### src/gsp_consts.vh
// Offsets, field positions and reset values of the status and parallel-poll block
`ifndef GSP_CONSTS_VH
`define GSP_CONSTS_VH

// Register offsets on the host port
`define GSP_OFF_ISR2      3'h1
`define GSP_OFF_SRCACC    3'h3
`define GSP_OFF_PPSTAT    3'h4
`define GSP_OFF_AUX       3'h5
`define GSP_OFF_CTRL      3'h6
`define GSP_OFF_ACCSTAT   3'h7

// Status register bit positions
`define GSP_BIT_ADDR_CHG   0
`define GSP_BIT_REMOTE_CHG 1
`define GSP_BIT_LOCK_CHG   2
`define GSP_BIT_CMD_EMPTY  3
`define GSP_BIT_REMOTE     4
`define GSP_BIT_LOCK       5

// Poll configuration write: pattern in data bits 7..5
`define GSP_POLL_PATTERN  3'h3
`define GSP_POLL_BIT_U    4
`define GSP_POLL_BIT_S    3
`define GSP_POLL_RESET    5'h10

// Auxiliary commands (upper bits 000)
`define GSP_AUX_CLR_LOCK   8'h01
`define GSP_AUX_CLR_REMOTE 8'h02
`define GSP_AUX_CLR_ADDR   8'h03
`define GSP_AUX_SET_IST   8'h04
`define GSP_AUX_CLR_IST   8'h05

// Control register bit positions
`define GSP_CTRL_CLR_INH  0
`define GSP_CTRL_PPLOCK   1
`define GSP_CTRL_LON      2
`define GSP_CTRL_TON      3
`define GSP_CTRL_RESET    4'h0

`endif

### src/gsp_status_poll.v
// Status change flags, parallel poll configuration and source/acceptor status
//
// Notes on behaviour
// - Command-out-empty clears on uninhibited status read, leaving active/generate, or byte taken.
// - Lockout-change flag, status bit 2, sets on any lockout state change.
// - Lockout-change clears on reset, uninhibited status read, or its clear command.
// - Bus-control-change flag, status bit 1, sets on any bus-controlled change.
// - Bus-control-change clears on reset, uninhibited status read, or its clear command.
// - Address-change flag, bit 0, sets on address bit change unless listen/talk-only.
// - Address-change clears on reset, uninhibited read, clear command, or listen/talk-only.
// - Aux mode write with top bits 011 stores low five bits as poll config.
// - Remote poll configuration applies itself; host must not write local config then.
// - Lock bit 0 lets received enable/disable overwrite config; 1 keeps local.
// - Unconfigure bit 4 set keeps out of polls; clear responds per fields.
// - Host poll config write sets all five bits, lock bit or not, and wins over a received enable/disable.
// - During poll, selected line asserted when sense bit equals status message.
// - Line-select 000 picks line 1 up to 111 picking line 8.
// - Source/acceptor status bits 7..0: nba, holdoffs, ready, source state bits.
// - Acceptor idle decoded from ATN and listener address; not-ready and ready from ready and DAV.
// - Acceptor data-accepted when ready with DAV, or held off under ATN.
// - Acceptor wait-new-cycle when not ready with DAV, except ATN holdoff.
// - Status register read clears event flags only while clear inhibit is 0.
`timescale 1ns/10ps
`include "gsp_consts.vh"

module gsp_status_poll (
    input  wire       clk,
    input  wire       arst_n,
    input  wire [2:0] reg_addr,
    input  wire [7:0] reg_wdata,
    input  wire       reg_wr,
    input  wire       reg_rd,
    output reg  [7:0] reg_rdata,
    input  wire       cacs,
    input  wire       sgns,
    input  wire       nba,
    input  wire       cmd_taken,
    input  wire       lockout_state,
    input  wire       bus_controlled_flag,
    input  wire       addressed_to_send,
    input  wire       addressed_to_receive,
    input  wire       cic,
    input  wire       major_minor_select,
    input  wire       atn,
    input  wire       dav,
    input  wire       rx_ppe,
    input  wire       rx_ppd,
    input  wire [3:0] rx_pp_bits,
    input  wire       pp_active,
    input  wire       end_holdoff_state,
    input  wire       notready_holdoff,
    input  wire       notready_holdoff_now,
    input  wire       data_holdoff_state,
    input  wire       acceptor_ready,
    input  wire       source_state_hi,
    input  wire       source_state_lo,
    output reg  [7:0] pp_line_out,
    output reg  [7:0] pp_line_oe
);

    // Reset release synchroniser
    reg        rst_meta;
    reg        rst_n;

    always @(posedge clk or negedge arst_n) begin
        if (!arst_n) begin
            rst_meta <= 1'b0;
            rst_n    <= 1'b0;
        end else begin
            rst_meta <= 1'b1;
            rst_n    <= rst_meta;
        end
    end

    // Control register and stored state
    reg  [3:0] ctrl;
    reg  [4:0] poll_cfg;
    reg        ist;
    reg        cmd_out_empty;
    reg        lockout_change;
    reg        bus_control_change;
    reg        address_state_change;
    reg        primed;
    reg        prev_lock;
    reg        prev_remote;
    reg  [3:0] prev_adr;

    wire       status_clear_inhibit;
    wire       local_poll_lock;
    wire       listen_only;
    wire       talk_only;
    wire       lon_ton;
    wire       wr_aux;
    wire       wr_ctrl;
    wire       wr_poll_cfg;
    wire       rd_isr2;
    wire       rd_clear;
    wire       aux_clr_lock;
    wire       aux_clr_remote;
    wire       aux_clr_addr;
    wire       aux_set_ist;
    wire       aux_clr_ist;
    wire       set_cmd_empty;
    wire       clr_cmd_empty;
    wire       lok_edge;
    wire       rem_edge;
    wire       adr_edge;
    wire [3:0] cur_adr;
    wire       remote_apply;
    wire [7:0] isr2_value;
    wire [7:0] srcacc_value;
    wire [4:0] acc_state;
    wire       acc_idle;
    wire       acc_not_ready;
    wire       acc_ready;
    wire       acc_accepted;
    wire       acc_wait_new;
    wire       respond;
    wire [7:0] line_sel;

    assign status_clear_inhibit = ctrl[`GSP_CTRL_CLR_INH];
    assign local_poll_lock      = ctrl[`GSP_CTRL_PPLOCK];
    assign listen_only          = ctrl[`GSP_CTRL_LON];
    assign talk_only            = ctrl[`GSP_CTRL_TON];
    assign lon_ton              = listen_only | talk_only;

    // Host port decode
    assign wr_aux  = reg_wr & (reg_addr == `GSP_OFF_AUX);
    assign wr_ctrl = reg_wr & (reg_addr == `GSP_OFF_CTRL);
    assign wr_poll_cfg = wr_aux & (reg_wdata[7:5] == `GSP_POLL_PATTERN);
    assign rd_isr2 = reg_rd & (reg_addr == `GSP_OFF_ISR2);
    assign rd_clear = rd_isr2 & ~status_clear_inhibit;

    assign aux_clr_lock   = wr_aux & (reg_wdata == `GSP_AUX_CLR_LOCK);
    assign aux_clr_remote = wr_aux & (reg_wdata == `GSP_AUX_CLR_REMOTE);
    assign aux_clr_addr   = wr_aux & (reg_wdata == `GSP_AUX_CLR_ADDR);
    assign aux_set_ist  = wr_aux & (reg_wdata == `GSP_AUX_SET_IST);
    assign aux_clr_ist  = wr_aux & (reg_wdata == `GSP_AUX_CLR_IST);

    // Command-out-empty set and clear terms
    assign set_cmd_empty = cacs & sgns & ~nba;
    assign clr_cmd_empty = rd_clear | ~cacs | ~sgns | cmd_taken;

    // Change detection against last cycle
    assign cur_adr  = {major_minor_select, cic, addressed_to_receive, addressed_to_send};
    assign lok_edge = primed & (lockout_state != prev_lock);
    assign rem_edge = primed & (bus_controlled_flag != prev_remote);
    assign adr_edge = primed & (cur_adr != prev_adr);

    always @(posedge clk or negedge rst_n) begin
        if (!rst_n) begin
            primed   <= 1'b0;
            prev_lock   <= 1'b0;
            prev_remote <= 1'b0;
            prev_adr <= 4'h0;
        end else begin
            primed   <= 1'b1;
            prev_lock   <= lockout_state;
            prev_remote <= bus_controlled_flag;
            prev_adr <= cur_adr;
        end
    end

    // Event flags; a set in the clearing cycle wins, except listen/talk-only clearing address-change
    always @(posedge clk or negedge rst_n) begin
        if (!rst_n) begin
            cmd_out_empty        <= 1'b0;
            lockout_change       <= 1'b0;
            bus_control_change   <= 1'b0;
            address_state_change <= 1'b0;
        end else begin
            cmd_out_empty      <= set_cmd_empty | (cmd_out_empty & ~clr_cmd_empty);
            lockout_change     <= lok_edge | (lockout_change & ~(rd_clear | aux_clr_lock));
            bus_control_change <= rem_edge
                                | (bus_control_change & ~(rd_clear | aux_clr_remote));
            if (lon_ton) begin
                address_state_change <= 1'b0;
            end else begin
                address_state_change <= adr_edge
                                      | (address_state_change & ~(rd_clear | aux_clr_addr));
            end
        end
    end

    // Control register
    always @(posedge clk or negedge rst_n) begin
        if (!rst_n) begin
            ctrl <= `GSP_CTRL_RESET;
        end else if (wr_ctrl) begin
            ctrl <= reg_wdata[3:0];
        end
    end

    // Individual status message, kept by host commands
    always @(posedge clk or negedge rst_n) begin
        if (!rst_n) begin
            ist <= 1'b0;
        end else if (aux_set_ist) begin
            ist <= 1'b1;
        end else if (aux_clr_ist) begin
            ist <= 1'b0;
        end
    end

    // Poll configuration: host write sets all five bits and wins over a received message
    assign remote_apply = ~local_poll_lock & (rx_ppe | rx_ppd);

    always @(posedge clk or negedge rst_n) begin
        if (!rst_n) begin
            poll_cfg <= `GSP_POLL_RESET;
        end else if (wr_poll_cfg) begin
            poll_cfg <= reg_wdata[4:0];
        end else if (remote_apply) begin
            if (rx_ppe) begin
                poll_cfg <= {1'b0, rx_pp_bits};
            end else begin
                poll_cfg <= `GSP_POLL_RESET;
            end
        end
    end

    // Poll response on the selected line, open drain
    assign respond = pp_active & ~poll_cfg[`GSP_POLL_BIT_U]
                   & (poll_cfg[`GSP_POLL_BIT_S] == ist);

    genvar gi;
    generate
        for (gi = 0; gi < 8; gi = gi + 1) begin : g_line
            localparam [2:0] LINE_CODE = gi;
            assign line_sel[gi] = (poll_cfg[2:0] == LINE_CODE);
        end
    endgenerate

    always @(posedge clk or negedge rst_n) begin
        if (!rst_n) begin
            pp_line_out <= 8'h00;
            pp_line_oe  <= 8'h00;
        end else begin
            pp_line_out <= 8'h00;
            pp_line_oe  <= respond ? line_sel : 8'h00;
        end
    end

    // Acceptor state decode
    gsp_acceptor u_acceptor (
        .atn                  (atn),
        .addressed_to_receive (addressed_to_receive),
        .acceptor_ready       (acceptor_ready),
        .dav                  (dav),
        .data_holdoff_state   (data_holdoff_state),
        .acc_idle             (acc_idle),
        .acc_not_ready        (acc_not_ready),
        .acc_ready            (acc_ready),
        .acc_accepted         (acc_accepted),
        .acc_wait_new         (acc_wait_new)
    );

    assign acc_state = {acc_wait_new, acc_accepted, acc_ready, acc_not_ready, acc_idle};

    // Read values
    assign isr2_value = {1'b0, 1'b0, lockout_state, bus_controlled_flag, cmd_out_empty,
                         lockout_change, bus_control_change, address_state_change};
    assign srcacc_value = {nba, end_holdoff_state, notready_holdoff, notready_holdoff_now,
                         data_holdoff_state, acceptor_ready, source_state_hi, source_state_lo};

    // Read data valid only in the cycle after the strobe
    always @(posedge clk or negedge rst_n) begin
        if (!rst_n) begin
            reg_rdata <= 8'h00;
        end else if (reg_rd) begin
            case (reg_addr)
                `GSP_OFF_ISR2: begin
                    reg_rdata <= isr2_value;
                end
                `GSP_OFF_SRCACC: begin
                    reg_rdata <= srcacc_value;
                end
                `GSP_OFF_PPSTAT: begin
                    reg_rdata <= {2'h0, ist, poll_cfg};
                end
                `GSP_OFF_CTRL: begin
                    reg_rdata <= {4'h0, ctrl};
                end
                `GSP_OFF_ACCSTAT: begin
                    reg_rdata <= {3'h0, acc_state};
                end
                default: begin
                    reg_rdata <= 8'h00;
                end
            endcase
        end else begin
            reg_rdata <= 8'h00;
        end
    end

endmodule

### src/gsp_acceptor.v
// Acceptor handshake state decode from ready, data-valid, attention and holdoff
`timescale 1ns/10ps

module gsp_acceptor (
    input  wire atn,
    input  wire addressed_to_receive,
    input  wire acceptor_ready,
    input  wire dav,
    input  wire data_holdoff_state,
    output wire acc_idle,
    output wire acc_not_ready,
    output wire acc_ready,
    output wire acc_accepted,
    output wire acc_wait_new
);

    wire atn_hold;

    assign atn_hold      = atn & data_holdoff_state;
    assign acc_idle      = ~atn & ~addressed_to_receive;
    assign acc_not_ready = ~acc_idle & ~acceptor_ready & ~dav;
    assign acc_ready     = ~acc_idle & acceptor_ready & ~dav;
    assign acc_accepted  = (~acc_idle & acceptor_ready & dav)
                         | (~acc_idle & ~acceptor_ready & dav & atn_hold);
    assign acc_wait_new  = ~acc_idle & ~acceptor_ready & dav & ~atn_hold;

endmodule

### config.mk
export PLATFORM = sky130hd
export DESIGN_NAME = gsp_status_poll
export DESIGN_NICKNAME = d
export VERILOG_FILES = /design/src/gsp_status_poll.v /design/src/gsp_acceptor.v
export VERILOG_INCLUDE_DIRS = /design/src
export SDC_FILE = /design/constraint.sdc
export NUM_CORES = 1
export LEC_CHECK = 0
export BUFFER_PORTS_ARGS = -buffer_cell sky130_fd_sc_hd__buf_2
export CORE_MARGIN = 3
export CORE_UTILIZATION = 35
export CTS_CLUSTER_SIZE = 28
export DETAILED_ROUTE_END_ITERATION = 6
export PLACE_DENSITY = 0.57
export SLEW_MARGIN = 25
export SYNTH_ARGS = -nofsm -noshare
export SYNTH_HDL_FRONTEND = slang
export SYNTH_SLANG_ARGS = --single-unit
### constraint.sdc
create_clock -name clk -period 1.8 [get_ports clk]
set_input_delay 0.27 -clock clk [delete_from_list [all_inputs] [get_ports clk]]
set_output_delay 0.27 -clock clk [all_outputs]
set_load 0.1 [all_outputs]
==> qor.yml, run 1 <==
status: "complete, no violations"
yosysTopAreaCell: "dfrtp_1"
end_kind: "primary output"
gr-usage-all-layers: 0.144
hold_class: "primary input to flop"
crit_slowest_cell: "buf_2"
grt_max_degree: 38
drv_cap: 0
grt_pass1_wl_um: 6960
fillers: 496
hold_viol_final: 0
crit_chain: "buf_2"
clock_sinks: 39
avgRoutedWirePerCell_um: 14.3
setup_ws_ps: 495
port_buffers: 56
leakagePower_nw: 1.15
syn-cell-area_um2: 1900
clk_latency_ps: 290
synthDistinctLibCells: 40
clk_path_buf_depth: 2
die-area_um2: 6360
io_pins: 65
pre_cts_ws_ps: 262
final-seq-area_um2: 977
ys_seq_elements: 39
place_congestion: 0.783
synth_top_flop_cell: "dfrtp_1"
ys_warn_count: 0
synth.top_cell.area_share: 0.499
ys_async_sr_fraction: 1.00
vias: 1460
drcViolationCount: 0
final_antenna_net_count: 0
placementRows: 26
peakVddDrop_mv: 0.419
synth_edf_count: 0
p_per_area_nw_per_um2: 1010
multi_input_area_um2: 845
whs_ps: 105
crit_fanout: 1
dp_hpwl_um: 3310
crit_arrival_ps: 1040
syn_inst: 169
clock-root-buffer: "clkbuf_8"
h-tree-depth: 2
first_global_vias: 1417
clkTransAtPathRegs_ps: 70
critPathMaxStageDelay_ps: 420
antenna_found_initial: 0
path_class: "flop to primary output"
start_kind: "flop"
syn_avg_cell_area_um2: 11.3
fmax_mhz: 766
initial_core_util: 0.368
rsz0062_at_grt: "false"
first_iter_violations: 51
wirelength_um: 4330
grt.overflow.total: 0
die_x_um: 79.8
viasPerCell: 4.82
place_inst: 294
synthTopCellsByArea: "dfrtp_1 (50%), mux2_2 (8.9%), buf_4 (3.5%)"
period_share: 0.725
fin_skew_ps: 2.17
crit_required_ps: 1530
fin_nets: 273
drtPass1Iterations: 4
synth_seq_area_share: 0.513
finalSetupViolations: 0
die_h_um: 79.8
path_delay_family: "buffers and inverters"
diodes: 0
min_period_ps: 1310
cts_buffers: 5
syn2layout_area_growth_pct: 25.2
cts_tree: "built"
design.core.area_um2: 5170
post_route_cells_drive_above_1_share: 0.386
path_buf_inv: 1
stdcell_count: 303
tns_ps: 0
slew_viol_final: 0
## logic make-up (layout without fill, tap and decap cells)
| family | after synthesis | after routing | share of synthesized area |
|---|---|---|---|
| simple gates | 50 | 50 | 0.171 |
| flops | 39 | 39 | 0.513 |
| other cells | 2 | 10 | 0.00394 |
| mux | 16 | 16 | 0.0940 |
| compound gates | 35 | 35 | 0.127 |
| buf+inv | 20 | 76 | 0.0591 |
| xor+xnor | 7 | 7 | 0.0322 |
## cells in the final DEF (no fill, tap or decap), types with 2 or more instances in the layout
| cell type | netlist | layout |
|---|---|---|
| nor3_1 | 4 | 4 |
| nor3b_1 | 2 | 2 |
| nand3_1 | 3 | 3 |
| dfrtp_1 | 38 | 38 |
| a21oi_1 | 8 | 8 |
| clkbuf_8 | 0 | 5 |
| o21ai_0 | 6 | 6 |
| inv_1 | 8 | 8 |
| nand2b_1 | 4 | 4 |
| a22o_1 | 4 | 4 |
| xor2_1 | 6 | 6 |
| mux2_2 | 15 | 15 |
| nand4_1 | 2 | 2 |
| nor2b_1 | 6 | 6 |
| a22oi_1 | 4 | 4 |
| nor4_1 | 4 | 4 |
| nand2_1 | 6 | 6 |
| nand3b_1 | 3 | 3 |
| buf_2 | 3 | 56 |
| or3b_2 | 2 | 2 |
| bufinv_16 | 0 | 2 |
| o311ai_0 | 2 | 2 |
| conb_1 | 2 | 10 |
| nor2_1 | 9 | 9 |
| o31ai_1 | 2 | 2 |
| o21bai_1 | 2 | 2 |
| buf_4 | 9 | 3 |
## cell type report
| cell class | count | area share |
|---|---|---|
| Tap cell | 70 | 0.0367 |
| Inverter | 8 | 0.0126 |
| Clock inverter | 2 | 0.0252 |
| Timing Repair Buffer | 60 | 0.131 |
| Sequential cell | 39 | 0.410 |
| Clock buffer | 6 | 0.0304 |
| Multi-Input combinational cell | 118 | 0.354 |
## sequential cells by signal (all words and copies together), names as in the netlist
name	cells
pp_line_oe	8
reg_rdata	8
poll_cfg	5
ctrl	4
prev_adr	4
address_state_change	1
bus_control_change	1
cmd_out_empty	1
ist	1
lockout_change	1
prev_lock	1
prev_remote	1
primed	1
rst_meta	1
rst_n	1
## final timing paths
path / startpoint / end / slack [ps] / cells past startpoint
min in group asynchronous: arst_n / rst_meta / 290 / 2
worst min-delay path: major_minor_select / prev_adr[3] / 100 / 1
worst max register to register: ctrl[1] / poll_cfg[0] / 570 / 3
max in group asynchronous: rst_n / poll_cfg[4] / 1150 / 1
worst max-delay path: reg_rdata[7] / reg_rdata[7] / 490 / 1
worst min register to register: rst_n / prev_adr[3] / 290 / 1
## stage by stage
stage | utilization | area, µm² | power [W]
floorplan | - | 1930 | 0.00143
global placement | 0.433 | 2240 | 0.00156
detailed placement | 0.433 | 2240 | 0.00157
CTS | 0.461 | 2380 | 0.00243
global route | 0.461 | 2380 | 0.00252
finish | 0.461 | 2380 | 0.00240
## report_power, final
group / switching, W / total (W) / internal (W)
logic: 0.000341 / 0.000518 / 0.000177
clock network: 0.000298 / 0.000852 / 0.000554
registers: 0.0000720 / 0.00103 / 0.000960
total: 0.000710 / 0.00240 / 0.00169
## layer usage
metal | track usage | share of wire | wire (µm) | vias up
met5 | 0 | 0 | 0 | -
met4 | 0.0541 | 0.015 | 65 | 0
met3 | 0.0372 | 0.066 | 284 | 5
met2 | 0.230 | 0.49 | 2130 | 52
met1 | 0.188 | 0.43 | 1850 | 690
li1 | - | - | - | 713
## cell usage after synthesis, types with 3 or more instances
cell      instances
mux2_2           15
a22oi_1           4
inv_1             8
a22o_1            4
nand2_1           6
nand3_1           3
nor2b_1           6
nor3_1            4
nand3b_1          3
buf_2             3
a21oi_1           8
nand2b_1          4
nor4_1            4
buf_4             9
dfrtp_1          38
o21ai_0           6
xor2_1            6
nor2_1            9
## what timing repair did
action                                 4_1_cts  5_1_grt
gates resized for setup                      0        0
endpoints found under the hold margin        2        0
buffers inserted                             0        0
hold buffers                                 1        0
No activity file was read; power rests on OpenSTA's default activity.
==> run 2, diff against run 1 <==
--- a/config.mk
+++ b/config.mk
@@ -6,12 +6,13 @@
 export SDC_FILE = /design/constraint.sdc
 export NUM_CORES = 1
 export LEC_CHECK = 0
+export ABC_AREA = 1
 export BUFFER_PORTS_ARGS = -buffer_cell sky130_fd_sc_hd__buf_2
 export CORE_MARGIN = 3
 export CORE_UTILIZATION = 35
 export CTS_CLUSTER_SIZE = 28
 export DETAILED_ROUTE_END_ITERATION = 6
-export PLACE_DENSITY = 0.57
+export PLACE_DENSITY = 0.59
 export SLEW_MARGIN = 25
 export SYNTH_ARGS = -nofsm -noshare
 export SYNTH_HDL_FRONTEND = slang
==> constraint.sdc (replaced) <==
create_clock -name clk -period 1.2 [get_ports clk]
set_input_delay 0.18 -clock clk [delete_from_list [all_inputs] [get_ports clk]]
set_output_delay 0.18 -clock clk [all_outputs]
set_load 0.1 [all_outputs]
==> qor.yml, run 2 <==
status: "complete, no violations"
port_buffers: 56
crit_fanout: 8
synth_edf_count: 0
cts_buffers: 5
seqPwrFrac: 0.435
whs_endpoint: "prev_adr[2]"
syn-cell-area_um2: 1900
holdPathStages: 1
placementRows: 26
initial_core_util: 0.367
vias: 1757
rr_startpoint: "poll_cfg[3]"
grt_max_degree: 22
h-tree-depth: 2
synth_top_flop_cell: "dfrtp_1"
synthTopCellsByArea: "dfrtp_1 (50%), nand2_1 (14%), nand3_1 (7.1%)"
hold_start: "cic"
clockPowerShare: 0.326
fin_nets: 357
ys_seq_elements: 39
rsz0062_at_grt: "true"
final_antenna_net_count: 0
clkTransAtPathRegs_ps: 80
yosysMostFrequentCell: "nand2_1"
postCtsSetupBuffers: 0
first_iter_violations: 98
slew_viol_final: 0
start_kind: "flop"
ys_warn_count: 0
leakagePower_nw: 1.39
gr-usage-all-layers: 0.154
synth.top_cell.area_share: 0.500
drtPass1Iterations: 4
p_per_area_nw_per_um2: 1320
place_congestion: 0.844
r2r_cells: 3
crit_required_ps: 1390
clk_path_buf_depth: 2
min_period_ps: 1160
synth_seq_area_share: 0.514
fin_skew_ps: 3.88
hold_class: "primary input to flop"
synthTopCellsByCount: "nand2_1 (70), dfrtp_1 (38), inv_1 (31)"
hold_viol_final: 0
peakVddDrop_mv: 0.546
syn_inst: 245
fmax_mhz: 860
syn2layout_area_growth_pct: 40.2
finalSetupViolations: 0
final_cell_mix: "nand2_1 (70), buf_2 (40), dfrtp_1 (38)"
p_total_w: 0.00353
intPower_w: 0.00239
r2r_setup_slack_ps: 40
antenna_found_initial: 0
design.core.area_um2: 5170
grt.overflow.total: 0
post_route_cells_drive_above_1_share: 0.243
ys_async_sr_fraction: 1.00
path_class: "flop to flop"
die_x_um: 79.7
p_sw_w: 0.00113
die_h_um: 79.7
first_global_vias: 1712
period_share: 0.969
clk_latency_ps: 290
end_kind: "flop"
setup_ws_ps: 37.7
cts_tree: "built"
mostFrequentLayoutCell: "nand2_1"
avgRoutedWirePerCell_um: 11.6
diodes: 0
viasPerCell: 4.54
clock_sinks: 39
wirelength_um: 4480
die-area_um2: 6350
crit_arrival_ps: 1360
regToRegEndpoint: "pp_line_oe[7]"
synthDistinctLibCells: 22
syn_avg_cell_area_um2: 7.76
drcViolationCount: 0
yosysTopAreaCell: "dfrtp_1"
dp_hpwl_um: 3680
swShare: 0.322
io_pins: 65
drv_cap: 0
grt_pass1_wl_um: 7600
top_regs: "pp_line_oe x8, reg_rdata x8, poll_cfg x5"
pre_cts_ws_ps: -8.08
clock-root-buffer: "clkbuf_8"
p_comb_frac: 0.239
## run 2: cell types whose count changed after synthesis, sizes merged, moves of 6 or more
cell / previous run / this run
inv: 8 / 32
mux2: 15 / 0
nand2: 6 / 70
nand3: 3 / 27
nor2: 9 / 28
nor2b: 6 / 0
nor3: 5 / 11
## run 2: kinds of logic (layout without fill, tap and decap cells)
family / count (synthesis) / count (layout) / share of synthesized area
compound gates: 15 / 15 / 0.0402
other cells: 2 / 10 / 0.00395
buf+inv: 41 / 105 / 0.0974
flops: 39 / 39 / 0.514
xor+xnor: 3 / 3 / 0.0138
simple gates: 145 / 145 / 0.330
## run 2: how the worst max path moves through the flow
stage | from | end | slack [ps] | cells after the start
finish | poll_cfg[3] | pp_line_oe[7] | 40 | 3
global route | poll_cfg[3] | pp_line_oe[4] | -60 | 3
CTS | poll_cfg[3] | pp_line_oe[7] | 50 | 3
detailed placement | reg_addr[1] | poll_cfg[2] | -8 | 7
global placement | rx_ppe | poll_cfg[4] | 40 | 5
floorplan | rst_n | address_state_change | 40 | 0
## run 2: routing by layer
layer | part of all wire | track usage
met5 | 0 | 0
met4 | 0.015 | 0.0567
met3 | 0.070 | 0.0350
met2 | 0.47 | 0.261
met1 | 0.44 | 0.190
## run 2: repair_timing
action                                  4_1_cts  5_1_grt
hold endpoints to repair                      2        0
gates resized for setup                       0        1
hold buffers                                  1        0
endpoints found under the setup margin        0        9
## run 2: metrics by stage
step | hold WS [ps] | TNS [ps] | util | std cells | instance area [µm²]
global route | 12.4 | -246 | 0.515 | 387 | 2670
global placement | -35.5 | 0 | 0.490 | 378 | 2530
finish | 21.6 | 0 | 0.515 | 387 | 2670
detailed placement | -33.2 | -8.08 | 0.490 | 378 | 2530
CTS | 8.46 | 0 | 0.515 | 387 | 2670
floorplan | -116 | 0 | - | 253 | 1930
## run 2: power by group through the flow
stage	registers [W]	clock network [W]	logic [W]
final	0.00154	0.00115	0.000843
after global routing	0.00156	0.00124	0.000926
after CTS	0.00154	0.00119	0.000850
after detailed placement	0.00156	0	0.000845
after global placement	0.00156	0	0.000834
after floorplan	0.00172	0	0.000386
## run 2: final cells by class
type / count / area, µm²
clock buffers: 6 / 82.6
clock inverters: 2 / 38.8
fillers: 511 / 2510
inverters: 32 / 120
multi-input cells: 173 / 768
flip-flops and latches: 39 / 977
well taps: 70 / 87.6
repair buffers: 65 / 591
## run 2: critical path, stage by stage, from the launching register on
cell and delay (ps):
dfrtp_1 420, xnor2_1 150, nand3b_1 240, nor3_1 250
==> run 3, diff against run 2 <==
--- a/config.mk
+++ b/config.mk
@@ -6,14 +6,13 @@
 export SDC_FILE = /design/constraint.sdc
 export NUM_CORES = 1
 export LEC_CHECK = 0
-export ABC_AREA = 1
 export BUFFER_PORTS_ARGS = -buffer_cell sky130_fd_sc_hd__buf_2
 export CORE_MARGIN = 3
 export CORE_UTILIZATION = 35
 export CTS_CLUSTER_SIZE = 28
 export DETAILED_ROUTE_END_ITERATION = 6
-export PLACE_DENSITY = 0.59
-export SLEW_MARGIN = 25
+export PLACE_DENSITY = 0.57
+export SLEW_MARGIN = 15
 export SYNTH_ARGS = -nofsm -noshare
 export SYNTH_HDL_FRONTEND = slang
 export SYNTH_SLANG_ARGS = --single-unit
==> constraint.sdc (replaced) <==
create_clock -name clk -period 1.1 [get_ports clk]
set_input_delay 0.165 -clock clk [delete_from_list [all_inputs] [get_ports clk]]
set_output_delay 0.165 -clock clk [all_outputs]
set_load 0.1 [all_outputs]
==> qor.yml, run 3 (synthesis results as in run 1) <==
mostFrequentLayoutCell: "buf_2"
fin_nets: 297
setup.worst_path.start: "ctrl[1]"
antenna_found_initial: 0
h-tree-depth: 2
cts_buffers: 5
r2r_cells: 3
fin_skew_ps: 7.75
hold_start: "lockout_state"
fmax_mhz: 855
rsz0062_at_grt: "true"
grt_max_degree: 31
grt.overflow.total: 0
peakVddDrop_mv: 0.918
slew_viol_final: 0
drtPass1Iterations: 4
regToRegEndpoint: "poll_cfg[1]"
start_kind: "flop"
cp-endpoint: "poll_cfg[1]"
syn2layout_area_growth_pct: 52.9
crit_arrival_ps: 1350
p_per_area_nw_per_um2: 1450
crit_fanout: 4
final-seq-area_um2: 980
die_h_um: 79.8
die_x_um: 79.8
drcViolationCount: 0
hold_class: "primary input to flop"
path_class: "flop to flop"
hold_viol_final: 0
io_pins: 65
place_inst: 312
cts_tree: "built"
clock-root-buffer: "clkbuf_8"
first_iter_violations: 55
end_kind: "flop"
setup_ws_ps: -69.9
diodes: 0
finalSetupViolations: 5
placementRows: 26
first_global_vias: 1510
drv_cap: 0
r2r_setup_slack_ps: -70
status: "complete, but fails checks"
wirelength_um: 4650
port_buffers: 56
top_regs: "pp_line_oe x8, reg_rdata x8, poll_cfg x5"
final_antenna_net_count: 0
min_period_ps: 1170
fillers: 462
vias: 1556
die-area_um2: 6360
dp_hpwl_um: 3610
place_congestion: 0.796
multi_input_area_um2: 926
design.core.area_um2: 5170
post_route_cells_drive_above_1_share: 0.486
stdcell_count: 327
viasPerCell: 4.76
clk_path_buf_depth: 2
clk_latency_ps: 290
violations: "negative setup slack"
holdPathStages: 1
initial_core_util: 0.368
final_cell_mix: "buf_2 (40), dfrtp_1 (36), buf_4 (22)"
rr_startpoint: "ctrl[1]"
crit_required_ps: 1280
gr-usage-all-layers: 0.152
period_share: 1.06
grt_pass1_wl_um: 7330
clkTransAtPathRegs_ps: 80
avgRoutedWirePerCell_um: 14.2
whs_ps: 18.3
leakagePower_nw: 1.33
clock_sinks: 39
-- run 3: cell count changes in the layout (fill, tap and decap cells not counted), sizes merged, moves of 15 or more --
cell	previous run	this run
nand2	70	6
inv	33	8
nand3	27	3
nor2	28	9
buf	64	79
mux2	0	15
-- run 3: stage by stage --
step	power [W]	utilization	setup TNS [ps]	worst slack [ps]	area (µm²)
final	0.00421	0.563	-257	-69.9	2910
after global routing	0.00440	0.563	-659	-100	2910
after CTS	0.00417	0.549	-189	-50.1	2840
after detailed placement	0.00273	0.509	-2600	-283	2640
after global placement	0.00271	0.509	-2550	-247	2640
after floorplan	0.00234	-	-952	-154	1950
-- run 3: worst min-delay path by stage --
stage	to	slack, ps
final	prev_lock	20
after global routing	prev_lock	6
after CTS	prev_remote	6
after detailed placement	rst_meta	-40
after global placement	rst_meta	-50
after floorplan	rst_meta	-130
-- run 3: critical path: stages, from the launching register on --
cell      delay, ps
dfrtp_1         410
o21bai_4        200
a22o_1          190
mux2_4          260
-- run 3: area by class of cell --
type | count | area share
Clock buffer | 6 | 0.0249
Clock inverter | 2 | 0.0206
Multi-Input combinational cell | 118 | 0.318
Inverter | 8 | 0.0103
Timing Repair Buffer | 84 | 0.260
Tap cell | 70 | 0.0301
Sequential cell | 39 | 0.336
-- run 3: power by group --
part / switching [W] / leakage, nW / internal [W]
clock network: 0.000498 / 0.0654 / 0.000907
registers: 0.000125 / 0.487 / 0.00157
logic: 0.000625 / 0.781 / 0.000486
-- run 3: timing repair --
item,4_1_cts,5_1_grt
setup buffers,1,1
setup endpoints to repair,9,16
resized for setup,4,14
pin swaps,4,10
hold endpoints to repair,5,1
hold buffers,4,1
-- run 3: layer usage --
layer,wire length (µm),track usage,share of wire,up-vias
met2,2380,0.244,0.51,34
li1,-,-,-,759
met5,0,0,0,-
met1,2020,0.204,0.43,758
met4,55,0.0456,0.012,0
met3,202,0.0372,0.043,5
